===== config.mk =====
export PLATFORM = sky130hd
export DESIGN_NAME = signature_capture_display
export DESIGN_NICKNAME = d
export VERILOG_FILES = /design/src/hex_glyph.v /design/src/signature_capture_display.v
export VERILOG_INCLUDE_DIRS = /design/src /design/src/src
export SDC_FILE = /design/constraint.sdc
export NUM_CORES = 1
export LEC_CHECK = 0
export BUFFER_PORTS_ARGS = -buffer_cell sky130_fd_sc_hd__buf_4
export CELL_PAD_IN_SITES_DETAIL_PLACEMENT = 1
export CELL_PAD_IN_SITES_GLOBAL_PLACEMENT = 1
export CORE_UTILIZATION = 44
export CTS_CLUSTER_DIAMETER = 120
export DETAILED_ROUTE_END_ITERATION = 12
export GPL_TIMING_DRIVEN = 0
export PLACE_DENSITY = 0.84
export SETUP_SLACK_MARGIN = 0.1
export SLEW_MARGIN = 10
export SYNTH_ARGS = -nofsm -noshare
export SYNTH_HDL_FRONTEND = slang
export SYNTH_SLANG_ARGS = --single-unit

===== constraint.sdc =====
create_clock -name aclk -period 2.8 [get_ports aclk]
set_input_delay 0.28 -clock aclk [delete_from_list [all_inputs] [get_ports aclk]]
set_output_delay 0.28 -clock aclk [all_outputs]
set_load 0.05 [all_outputs]

===== src/sig_consts.vh =====
// Register map, field positions, reset values and timing constants
`ifndef SIG_CONSTS_VH
`define SIG_CONSTS_VH

`define SIG_ADDR_W        4
`define SIG_CTRL_OFS      4'h0
`define SIG_STAT_OFS      4'h4
`define SIG_IRQ_STAT_OFS  4'h8
`define SIG_IRQ_MASK_OFS  4'hc

`define SIG_CTRL_CLK_RISE   0
`define SIG_CTRL_STOP_RISE  1
`define SIG_CTRL_START_RISE 2
`define SIG_CTRL_HOLD       3
`define SIG_CTRL_SELFTEST   4
`define SIG_CTRL_W          5
`define SIG_CTRL_RESET      5'h07

`define SIG_STAT_GATE     16
`define SIG_STAT_MISMATCH 17
`define SIG_STAT_HELD     18
`define SIG_STAT_OPEN     19

`define SIG_IRQ_WINDOW    0
`define SIG_IRQ_MISMATCH  1
`define SIG_IRQ_W         2

`define SIG_RESP_OKAY     2'h0
`define SIG_RESP_DECERR   2'h3

`define SIG_CLK_HZ        40000000
`define SIG_STRETCH_MS    100
`define SIG_STRETCH_CYC   (`SIG_CLK_HZ / 1000 * `SIG_STRETCH_MS)
`define SIG_PHASE_S       1
`define SIG_PHASE_CYC     (`SIG_CLK_HZ * `SIG_PHASE_S)
`define SIG_GATE_MS       50
`define SIG_GATE_CYC      (`SIG_CLK_HZ / 1000 * `SIG_GATE_MS)
`define SIG_STIM_DIV      20

`define SIG_ST_UP73       16'hfe73
`define SIG_ST_ACA2       16'haba2
`define SIG_ST_3951       16'h3951
`define SIG_ST_2P61       16'h2e61
`define SIG_CNT_W         26

`endif


===== src/hex_glyph.v =====
// Hex digit to seven-segment glyph decoder with the unambiguous letter set
`timescale 1ns/10ps
module hex_glyph (
  input  wire [3:0] digit,
  output reg  [6:0] seg
);
  // Segments gfedcba, high lights the segment
  always @* begin
    case (digit)
      4'h0:    seg = 7'h3f;
      4'h1:    seg = 7'h06;
      4'h2:    seg = 7'h5b;
      4'h3:    seg = 7'h4f;
      4'h4:    seg = 7'h66;
      4'h5:    seg = 7'h6d;
      4'h6:    seg = 7'h7d;
      4'h7:    seg = 7'h07;
      4'h8:    seg = 7'h7f;
      4'h9:    seg = 7'h6f;
      4'ha:    seg = 7'h77; // A
      4'hb:    seg = 7'h39; // C in place of b
      4'hc:    seg = 7'h71; // F
      4'hd:    seg = 7'h76; // H in place of d
      4'he:    seg = 7'h73; // P
      default: seg = 7'h3e; // U
    endcase
  end
endmodule // hex_glyph


===== src/signature_capture_display.v =====
// Signature capture, compaction and display control with AXI4-Lite registers
//
// Decided for this implementation: the AXI4-Lite register port and the register addresses.
`timescale 1ns/10ps
`include "sig_consts.vh"
// Notes on behaviour
// - Each signature is shown as four seven-segment digits, each one of 16 symbols.
// - The display shows the hex residue of the compaction count formed between an open and a close event.
// - Digits ten to fifteen use the glyphs A, C, F, H, P, U so none looks like eight or zero.
// - The unit under test gives repeating open and close events and data is taken only inside that window.
// - The window lamp flashes on every completed open-and-close window.
// - The mismatch lamp lights whenever two successive signatures differ.
// - The probe lamp is bright for high, dim for an invalid level, off for low, and pulses stretch to 100 ms.
// - Clock, close and open inputs each have their own rising or falling edge select.
// - With open set to rising and close to falling, one pulse on both window inputs opens on its rising edge and closes on its falling edge.
// - In freeze mode one signature is captured and kept, later windows are ignored.
// - The probe reset erases a frozen signature so a new single capture can follow.
// - Self-test drives stimulus onto test points for probe, open, close and clock.
// - Self-test alternates a dim all-segment phase and a signature phase of about one second each.
// - Probe reset during self-test shows zeros in the signature phase, the dim phase stays.
module signature_capture_display #(
  parameter STRETCH_CYC = `SIG_STRETCH_CYC,
  parameter PHASE_CYC   = `SIG_PHASE_CYC,
  parameter GATE_CYC    = `SIG_GATE_CYC
) (
  input  wire        aclk,
  input  wire        aresetn,
  input  wire [3:0]  s_axi_awaddr,
  input  wire        s_axi_awvalid,
  output reg         s_axi_awready,
  input  wire [31:0] s_axi_wdata,
  input  wire [3:0]  s_axi_wstrb,
  input  wire        s_axi_wvalid,
  output reg         s_axi_wready,
  output reg  [1:0]  s_axi_bresp,
  output reg         s_axi_bvalid,
  input  wire        s_axi_bready,
  input  wire [3:0]  s_axi_araddr,
  input  wire        s_axi_arvalid,
  output reg         s_axi_arready,
  output reg  [31:0] s_axi_rdata,
  output reg  [1:0]  s_axi_rresp,
  output reg         s_axi_rvalid,
  input  wire        s_axi_rready,
  input  wire        uut_clk,
  input  wire        win_open,
  input  wire        win_close,
  input  wire        probe_hi,
  input  wire        probe_lo,
  input  wire        probe_reset,
  output reg  [27:0] seg_r,
  output reg         seg_dim_r,
  output reg         gate_lamp_r,
  output reg         mismatch_lamp_r,
  output reg         probe_bright_r,
  output reg         probe_dim_r,
  output reg         tp_probe_r,
  output reg         tp_open_r,
  output reg         tp_close_r,
  output reg         tp_clk_r,
  output reg         irq_r
);
  localparam CW = `SIG_CNT_W;

  // Two-flop synchronisers; stage one feeds stage two only
  reg [5:0] sync1_r;
  reg [5:0] sync2_r;
  reg       uclk_d_r;
  always @(posedge aclk) begin
    if (!aresetn) begin
      sync1_r  <= 6'h00;
      sync2_r  <= 6'h00;
      uclk_d_r <= 1'b0;
    end else begin
      sync1_r  <= {uut_clk, win_open, win_close, probe_hi, probe_lo, probe_reset};
      sync2_r  <= sync1_r;
      uclk_d_r <= sync2_r[5];
    end
  end
  wire uclk_s  = sync2_r[5];
  wire open_s  = sync2_r[4];
  wire close_s = sync2_r[3];
  wire hi_s    = sync2_r[2];
  wire lo_s    = sync2_r[1];
  wire prst_s  = sync2_r[0];

  reg [`SIG_CTRL_W-1:0] ctrl_r;
  reg [`SIG_IRQ_W-1:0]  irq_stat_r;
  reg [`SIG_IRQ_W-1:0]  irq_mask_r;
  wire sel_clk   = ctrl_r[`SIG_CTRL_CLK_RISE];
  wire sel_close = ctrl_r[`SIG_CTRL_STOP_RISE];
  wire sel_open  = ctrl_r[`SIG_CTRL_START_RISE];
  wire hold      = ctrl_r[`SIG_CTRL_HOLD];
  wire selftest  = ctrl_r[`SIG_CTRL_SELFTEST];

  // Active edge of the unit-under-test clock
  wire uclk_edge = sel_clk ? (uclk_s & ~uclk_d_r) : (~uclk_s & uclk_d_r);

  // Window inputs are judged only at active clock edges, so setup is measured to that edge
  reg        open_prev_r;
  reg        close_prev_r;
  reg        win_r;
  reg [15:0] comp_r;
  reg [15:0] disp_sig_r;
  reg        held_r;
  reg        sig_new_r;
  reg        sig_diff_r;
  wire open_evt  = uclk_edge & (open_s != open_prev_r) & (open_s == sel_open);
  wire close_evt = uclk_edge & (close_s != close_prev_r) & (close_s == sel_close);
  wire in_win    = win_r | open_evt;
  wire [15:0] comp_base = open_evt ? 16'h0000 : comp_r;
  wire        comp_fb   = hi_s ^ comp_base[6] ^ comp_base[8] ^ comp_base[11] ^ comp_base[15];
  wire [15:0] comp_nxt  = {comp_base[14:0], comp_fb};
  wire        take      = close_evt & in_win & ~(hold & held_r);

  always @(posedge aclk) begin
    if (!aresetn) begin
      open_prev_r  <= 1'b0;
      close_prev_r <= 1'b0;
      win_r        <= 1'b0;
      comp_r       <= 16'h0000;
      disp_sig_r   <= 16'h0000;
      held_r       <= 1'b0;
      sig_new_r    <= 1'b0;
      sig_diff_r   <= 1'b0;
    end else begin
      sig_new_r <= take;
      if (uclk_edge) begin
        open_prev_r  <= open_s;
        close_prev_r <= close_s;
        if (in_win)
          comp_r <= comp_nxt;
        if (close_evt & in_win)
          win_r <= 1'b0;
        else if (open_evt)
          win_r <= 1'b1;
      end
      if (take) begin
        disp_sig_r <= comp_nxt;
        sig_diff_r <= (comp_nxt != disp_sig_r);
        held_r     <= hold;
      end else if (prst_s & held_r) begin
        disp_sig_r <= 16'h0000;
        held_r     <= 1'b0;
      end
      if (!hold)
        held_r <= 1'b0;
    end
  end

  // Self-test phase timer and stimulus divider
  reg [CW-1:0] phase_cnt_r;
  reg          phase_sig_r;
  reg [4:0]    div_cnt_r;
  reg [7:0]    stim_r;
  wire stim_en = (div_cnt_r == 5'd0);
  always @(posedge aclk) begin
    if (!aresetn || !selftest) begin
      phase_cnt_r <= {CW{1'b0}};
      phase_sig_r <= 1'b0;
      div_cnt_r   <= 5'd0;
      stim_r      <= 8'h00;
    end else begin
      div_cnt_r <= (div_cnt_r == 5'd`SIG_STIM_DIV - 5'd1) ? 5'd0 : div_cnt_r + 5'd1;
      if (stim_en)
        stim_r <= stim_r + 8'h01;
      if (phase_cnt_r == PHASE_CYC[CW-1:0] - 1'b1) begin
        phase_cnt_r <= {CW{1'b0}};
        phase_sig_r <= ~phase_sig_r;
      end else
        phase_cnt_r <= phase_cnt_r + 1'b1;
    end
  end

  wire both_sel = sel_open & sel_close;
  wire second   = (phase_cnt_r >= PHASE_CYC[CW-1:0] / 2);
  reg [15:0] shown;
  always @* begin
    if (!selftest)
      shown = disp_sig_r;
    else if (prst_s)
      shown = 16'h0000;
    else if (both_sel)
      shown = second ? `SIG_ST_ACA2 : `SIG_ST_UP73;
    else
      shown = second ? `SIG_ST_2P61 : `SIG_ST_3951;
  end

  wire [27:0] glyphs;
  genvar gi;
  generate
    for (gi = 0; gi < 4; gi = gi + 1) begin : g_dig
      hex_glyph u_glyph (
        .digit (shown[gi*4 +: 4]),
        .seg   (glyphs[gi*7 +: 7])
      );
    end
  endgenerate

  // Lamp stretchers
  reg [CW-1:0] gate_cnt_r;
  reg [CW-1:0] hi_cnt_r;
  reg [CW-1:0] lo_cnt_r;
  reg          hi_d_r;
  always @(posedge aclk) begin
    if (!aresetn) begin
      gate_cnt_r <= {CW{1'b0}};
      hi_cnt_r   <= {CW{1'b0}};
      lo_cnt_r   <= {CW{1'b0}};
      hi_d_r     <= 1'b0;
    end else begin
      hi_d_r <= hi_s;
      if (close_evt & in_win)
        gate_cnt_r <= GATE_CYC[CW-1:0];
      else if (gate_cnt_r != {CW{1'b0}})
        gate_cnt_r <= gate_cnt_r - 1'b1;
      if (hi_s & ~hi_d_r)
        hi_cnt_r <= STRETCH_CYC[CW-1:0];
      else if (hi_cnt_r != {CW{1'b0}})
        hi_cnt_r <= hi_cnt_r - 1'b1;
      if (~hi_s & hi_d_r)
        lo_cnt_r <= STRETCH_CYC[CW-1:0];
      else if (lo_cnt_r != {CW{1'b0}})
        lo_cnt_r <= lo_cnt_r - 1'b1;
    end
  end
  wire hi_str = (hi_cnt_r != {CW{1'b0}});
  wire lo_str = (lo_cnt_r != {CW{1'b0}});

  // Registered outputs
  always @(posedge aclk) begin
    if (!aresetn) begin
      seg_r           <= 28'h000_0000;
      seg_dim_r       <= 1'b0;
      gate_lamp_r     <= 1'b0;
      mismatch_lamp_r <= 1'b0;
      probe_bright_r  <= 1'b0;
      probe_dim_r     <= 1'b0;
      tp_probe_r      <= 1'b0;
      tp_open_r       <= 1'b0;
      tp_close_r      <= 1'b0;
      tp_clk_r        <= 1'b0;
    end else begin
      seg_r           <= (selftest & ~phase_sig_r) ? 28'hfff_ffff : glyphs;
      seg_dim_r       <= selftest & ~phase_sig_r;
      gate_lamp_r     <= (gate_cnt_r != {CW{1'b0}});
      mismatch_lamp_r <= sig_diff_r;
      probe_bright_r  <= hi_str | (hi_s & ~lo_str);
      probe_dim_r     <= ~hi_s & ~lo_s & ~hi_str & ~lo_str;
      // Window spans one eighth of the stimulus period; clock toggles every step
      tp_clk_r        <= selftest & stim_r[0];
      tp_open_r       <= selftest & (stim_r[7:5] == 3'h1);
      tp_close_r      <= selftest & (stim_r[7:5] == 3'h1);
      tp_probe_r      <= selftest & (stim_r[2] ^ stim_r[4] ^ stim_r[6]);
    end
  end

  // AXI4-Lite slave, one write and one read in flight
  reg        aw_got_r;
  reg        w_got_r;
  reg [3:0]  aw_addr_r;
  reg [31:0] w_data_r;
  reg [3:0]  w_strb_r;
  wire do_wr     = aw_got_r & w_got_r & ~s_axi_bvalid;
  wire wr_ctrl   = do_wr & (aw_addr_r == `SIG_CTRL_OFS) & w_strb_r[0];
  wire wr_istat  = do_wr & (aw_addr_r == `SIG_IRQ_STAT_OFS) & w_strb_r[0];
  wire wr_imask  = do_wr & (aw_addr_r == `SIG_IRQ_MASK_OFS) & w_strb_r[0];
  wire wr_mapped = (aw_addr_r == `SIG_CTRL_OFS) | (aw_addr_r == `SIG_STAT_OFS) |
                   (aw_addr_r == `SIG_IRQ_STAT_OFS) | (aw_addr_r == `SIG_IRQ_MASK_OFS);
  wire [`SIG_IRQ_W-1:0] irq_set = {sig_new_r & sig_diff_r, sig_new_r};
  wire [`SIG_IRQ_W-1:0] irq_clr = wr_istat ? w_data_r[`SIG_IRQ_W-1:0] : {`SIG_IRQ_W{1'b0}};

  always @(posedge aclk) begin
    if (!aresetn) begin
      s_axi_awready <= 1'b1;
      s_axi_wready  <= 1'b1;
      s_axi_bvalid  <= 1'b0;
      s_axi_bresp   <= `SIG_RESP_OKAY;
      aw_got_r      <= 1'b0;
      w_got_r       <= 1'b0;
      aw_addr_r     <= 4'h0;
      w_data_r      <= 32'h0000_0000;
      w_strb_r      <= 4'h0;
      ctrl_r        <= `SIG_CTRL_RESET;
      irq_stat_r    <= {`SIG_IRQ_W{1'b0}};
      irq_mask_r    <= {`SIG_IRQ_W{1'b0}};
      irq_r         <= 1'b0;
    end else begin
      if (s_axi_awvalid & s_axi_awready) begin
        aw_got_r      <= 1'b1;
        aw_addr_r     <= {s_axi_awaddr[3:2], 2'b00};
        s_axi_awready <= 1'b0;
      end
      if (s_axi_wvalid & s_axi_wready) begin
        w_got_r      <= 1'b1;
        w_data_r     <= s_axi_wdata;
        w_strb_r     <= s_axi_wstrb;
        s_axi_wready <= 1'b0;
      end
      if (do_wr) begin
        s_axi_bvalid <= 1'b1;
        s_axi_bresp  <= wr_mapped ? `SIG_RESP_OKAY : `SIG_RESP_DECERR;
      end
      if (s_axi_bvalid & s_axi_bready) begin
        s_axi_bvalid  <= 1'b0;
        aw_got_r      <= 1'b0;
        w_got_r       <= 1'b0;
        s_axi_awready <= 1'b1;
        s_axi_wready  <= 1'b1;
      end
      if (wr_ctrl)
        ctrl_r <= w_data_r[`SIG_CTRL_W-1:0];
      if (wr_imask)
        irq_mask_r <= w_data_r[`SIG_IRQ_W-1:0];
      // Hardware set beats a same-cycle write-one clear
      irq_stat_r <= (irq_stat_r & ~irq_clr) | irq_set;
      irq_r      <= |(irq_stat_r & irq_mask_r);
    end
  end

  wire [3:0] ra = {s_axi_araddr[3:2], 2'b00};
  always @(posedge aclk) begin
    if (!aresetn) begin
      s_axi_arready <= 1'b1;
      s_axi_rvalid  <= 1'b0;
      s_axi_rdata   <= 32'h0000_0000;
      s_axi_rresp   <= `SIG_RESP_OKAY;
    end else if (s_axi_arvalid & s_axi_arready) begin
      s_axi_arready <= 1'b0;
      s_axi_rvalid  <= 1'b1;
      s_axi_rresp   <= `SIG_RESP_OKAY;
      case (ra)
        `SIG_CTRL_OFS:     s_axi_rdata <= {27'h000_0000, ctrl_r};
        `SIG_STAT_OFS:     s_axi_rdata <= {12'h000, win_r, held_r, mismatch_lamp_r, gate_lamp_r, disp_sig_r};
        `SIG_IRQ_STAT_OFS: s_axi_rdata <= {30'h0000_0000, irq_stat_r};
        `SIG_IRQ_MASK_OFS: s_axi_rdata <= {30'h0000_0000, irq_mask_r};
        default: begin
          s_axi_rdata <= 32'h0000_0000;
          s_axi_rresp <= `SIG_RESP_DECERR;
        end
      endcase
    end else if (s_axi_rvalid & s_axi_rready) begin
      s_axi_rvalid  <= 1'b0;
      s_axi_arready <= 1'b1;
    end
  end
endmodule // signature_capture_display

==> results_dict.tcl <==
set metrics [dict create \
    io_buffers 85 \
    critical_path_arrival_ns 3.16 \
    worstHoldStart "s_axi_wdata[2]" \
    drc 0 \
    synth_edf_count 0 \
    end_kind "register" \
    cp-start-kind "register" \
    final_hold_viol_count 0 \
    synth_area_sq_um 11600 \
    grt_pass1_wl_mm 56.1 \
    cp.required_ns 3.29 \
    final_util 0.547 \
    power.leakage_nw 5.53 \
    ant_nets 0 \
    synth.largest_area_cell "dfxtp_1" \
    antenna_found_initial 1 \
    wl_mm 35.8 \
    rr_startpoint "phase_cnt_r[9]" \
    diodes 0 \
    die_x_um 164 \
    rsz0062_at_grt "true" \
    avgRoutedWirePerCell_um 19.2 \
    grt_pass1_vias 10875 \
    worst_slack_ns 0.130 \
    numClockSinks 253 \
    r2r_end "seg_r[10]" \
    clock_latency_ns 0.54 \
    period_share 0.953 \
    drive_gt1_frac 0.162 \
    syn2layout_area_growth_pct 22.5 \
    setup_viol 0 \
    htreeDepth 1 \
    ys_seq_area_frac 0.437 \
    max_slew_margin 0.257 \
    fin_setup_tns_ns 0 \
    synth_ff_type "dfxtp_1" \
    grtUsageTotal 0.261 \
    layout_common_cells "dfxtp_1, nor2_1, buf_4" \
    final_common_cell "dfxtp_1" \
    reg2reg_depth 13 \
    min_path_type "input port to register" \
    ir_worst_vdd_mv 0.576 \
    hpwlAfterDp_mm 24.3 \
    status "complete, no violations" \
    ys_warn_count 0 \
    slew_violations 0 \
    dieArea_sq_um 27000 \
    drt_iter0_markers 544 \
    r2r_slack_ns 0.13 \
    critical_path.startpoint "phase_cnt_r[9]" \
    fmax_ghz 0.375 \
    rows 59 \
    grt_max_degree 14 \
    drv_cap 0 \
    final_nets 1598 \
    core_area_sq_um 26000 \
    io_pins 136 \
    synth.top_cell.area_share 0.437 \
    cp_max_fo 3 \
    syn_inst 1355 \
    whs_path_depth 3 \
    ys_ff_latch 253 \
    ys_types 80 \
    place_ws_ns -0.572 \
    firstDrtPassIters 5 \
    die_y_um 164 \
    clock_path_buffers 3 \
    syn_avg_cell_area_sq_um 8.56 \
    p_per_area_nw_per_um2 866 \
    critPathKind "register to register" \
    holdPathEnd "w_data_r[2]" \
    worst_pin_slew_ns 1.10 \
    ctsRootBufferMaster "clkbuf_16" \
    cts_tree "built" \
    numCtsBuffers 28 \
    period_needed_ns 2.67 \
    finClkSkew_ns 0.0114 \
    place_congestion 0.906 \
    vias 10595 \
    grt_overflow 0 \
    synthTopCellsByArea "dfxtp_1, nor2_1, a21oi_1" \
    async_flop_share 0 \
    vias_per_cell 5.68 \
    start_util 0.446 \
    clkTransAtPathRegs_ns 0.06 \
    total_power_mw 12.3 \
]
report_power, final:
| group | switching, mW | total (mW) | internal [mW] | leakage, nW |
|---|---|---|---|---|
| clock network | 1.51 | 3.99 | 2.48 | 0.501 |
| registers | 0.481 | 4.57 | 4.08 | 2.07 |
| logic | 2.18 | 3.76 | 1.58 | 2.97 |
cells in the mapped netlist, drive strengths merged, types with 6 or more instances:
cell	instances
a22o	10
nor4	27
nand4	16
buf	24
o22ai	8
nand3	63
xnor2	61
inv	41
ha	33
a31oi	24
mux2i	14
o31ai	6
nor3b	7
nor4b	9
a211oi	9
nand2	106
clkbuf	55
and3	11
nor2b	9
o21ai	45
or4	13
xor2	48
nand2b	13
nor3	30
dfxtp	253
a21oi	111
a22oi	14
and2	19
or3	14
nor2	195
how the worst max path moves through the flow:
| stage | endpoint | slack (ns) |
|---|---|---|
| final | seg_r[10] | 0.13 |
| after floorplan | seg_r[10] | 0.28 |
| after global routing | seg_r[7] | 0.06 |
| after global placement | seg_r[0] | -0.32 |
| after detailed placement | seg_r[0] | -0.57 |
| after CTS | lo_cnt_r[8] | 0.08 |
per-stage QoR:
stage	hold WS, ns	area, sq um	cells
2_1_floorplan	0.380	11600	1366
3_3_place_gp	0.418	12700	1786
3_5_place_dp	0.424	12700	1786
4_1_cts	0.00823	14000	1857
5_1_grt	0.00934	14200	1865
6_report	0.0100	14200	1865
layout make-up:
cell class              instances  area (sq um)
clock buffers                  39           813
inverters                      41           154
clock inverters                13           190
well taps                     335           419
multi-input cells             992          6280
fillers                      3047         11800
plain buffers                  80           414
flip-flops and latches        253          5070
repair buffers                112           862
cell families after synthesis:
kind of cell,count (synthesis),share of synthesized area
compound gates,259,0.136
xor+xnor,110,0.0843
fa+ha+maj,33,0.0356
mux,16,0.0160
simple gates,562,0.243
other cells,1,0.000323
buf+inv,121,0.0476
flops,253,0.437
routing by layer:
metal,GRT usage,routed length (um),part of all wire
met4,0.106,1330,0.037
met5,0,0,0
met1,0.323,15700,0.44
met2,0.450,17300,0.48
met3,0.0399,1520,0.042
sequential cells by signal, indices dropped and copies added (netlist names), 2 cells and up:
name         flops
aw_addr_r        2
comp_r          16
ctrl_r           5
disp_sig_r      16
div_cnt_r        5
gate_cnt_r      26
hi_cnt_r        26
irq_mask_r       2
irq_stat_r       2
lo_cnt_r        26
phase_cnt_r     26
s_axi_rdata     20
seg_r           28
stim_r           8
sync1_r          6
sync2_r          6
w_data_r         5
repair_timing:
item                                    4_1_cts  5_1_grt
pin swaps                                     7        9
endpoints found under the setup margin       46       58
hold buffers                                  7        0
setup buffers                                12        8
cloned                                        0        0
hold endpoints to repair                      7        0
gates resized for setup                      28       46
critical path: stages, from the launching register on:
cell and delay, ns:
dfxtp_4 0.34, o211a_1 0.21, o21a_1 0.17, o31ai_2 0.21
a31o_2 0.27, buf_6 0.14, ha_4 0.13, nor2_4 0.06
a21oi_4 0.17, inv_2 0.08, ha_4 0.25, o21ai_1 0.08
a311oi_1 0.30, o41a_1 0.20
No activity file was read; power rests on OpenSTA's default activity.
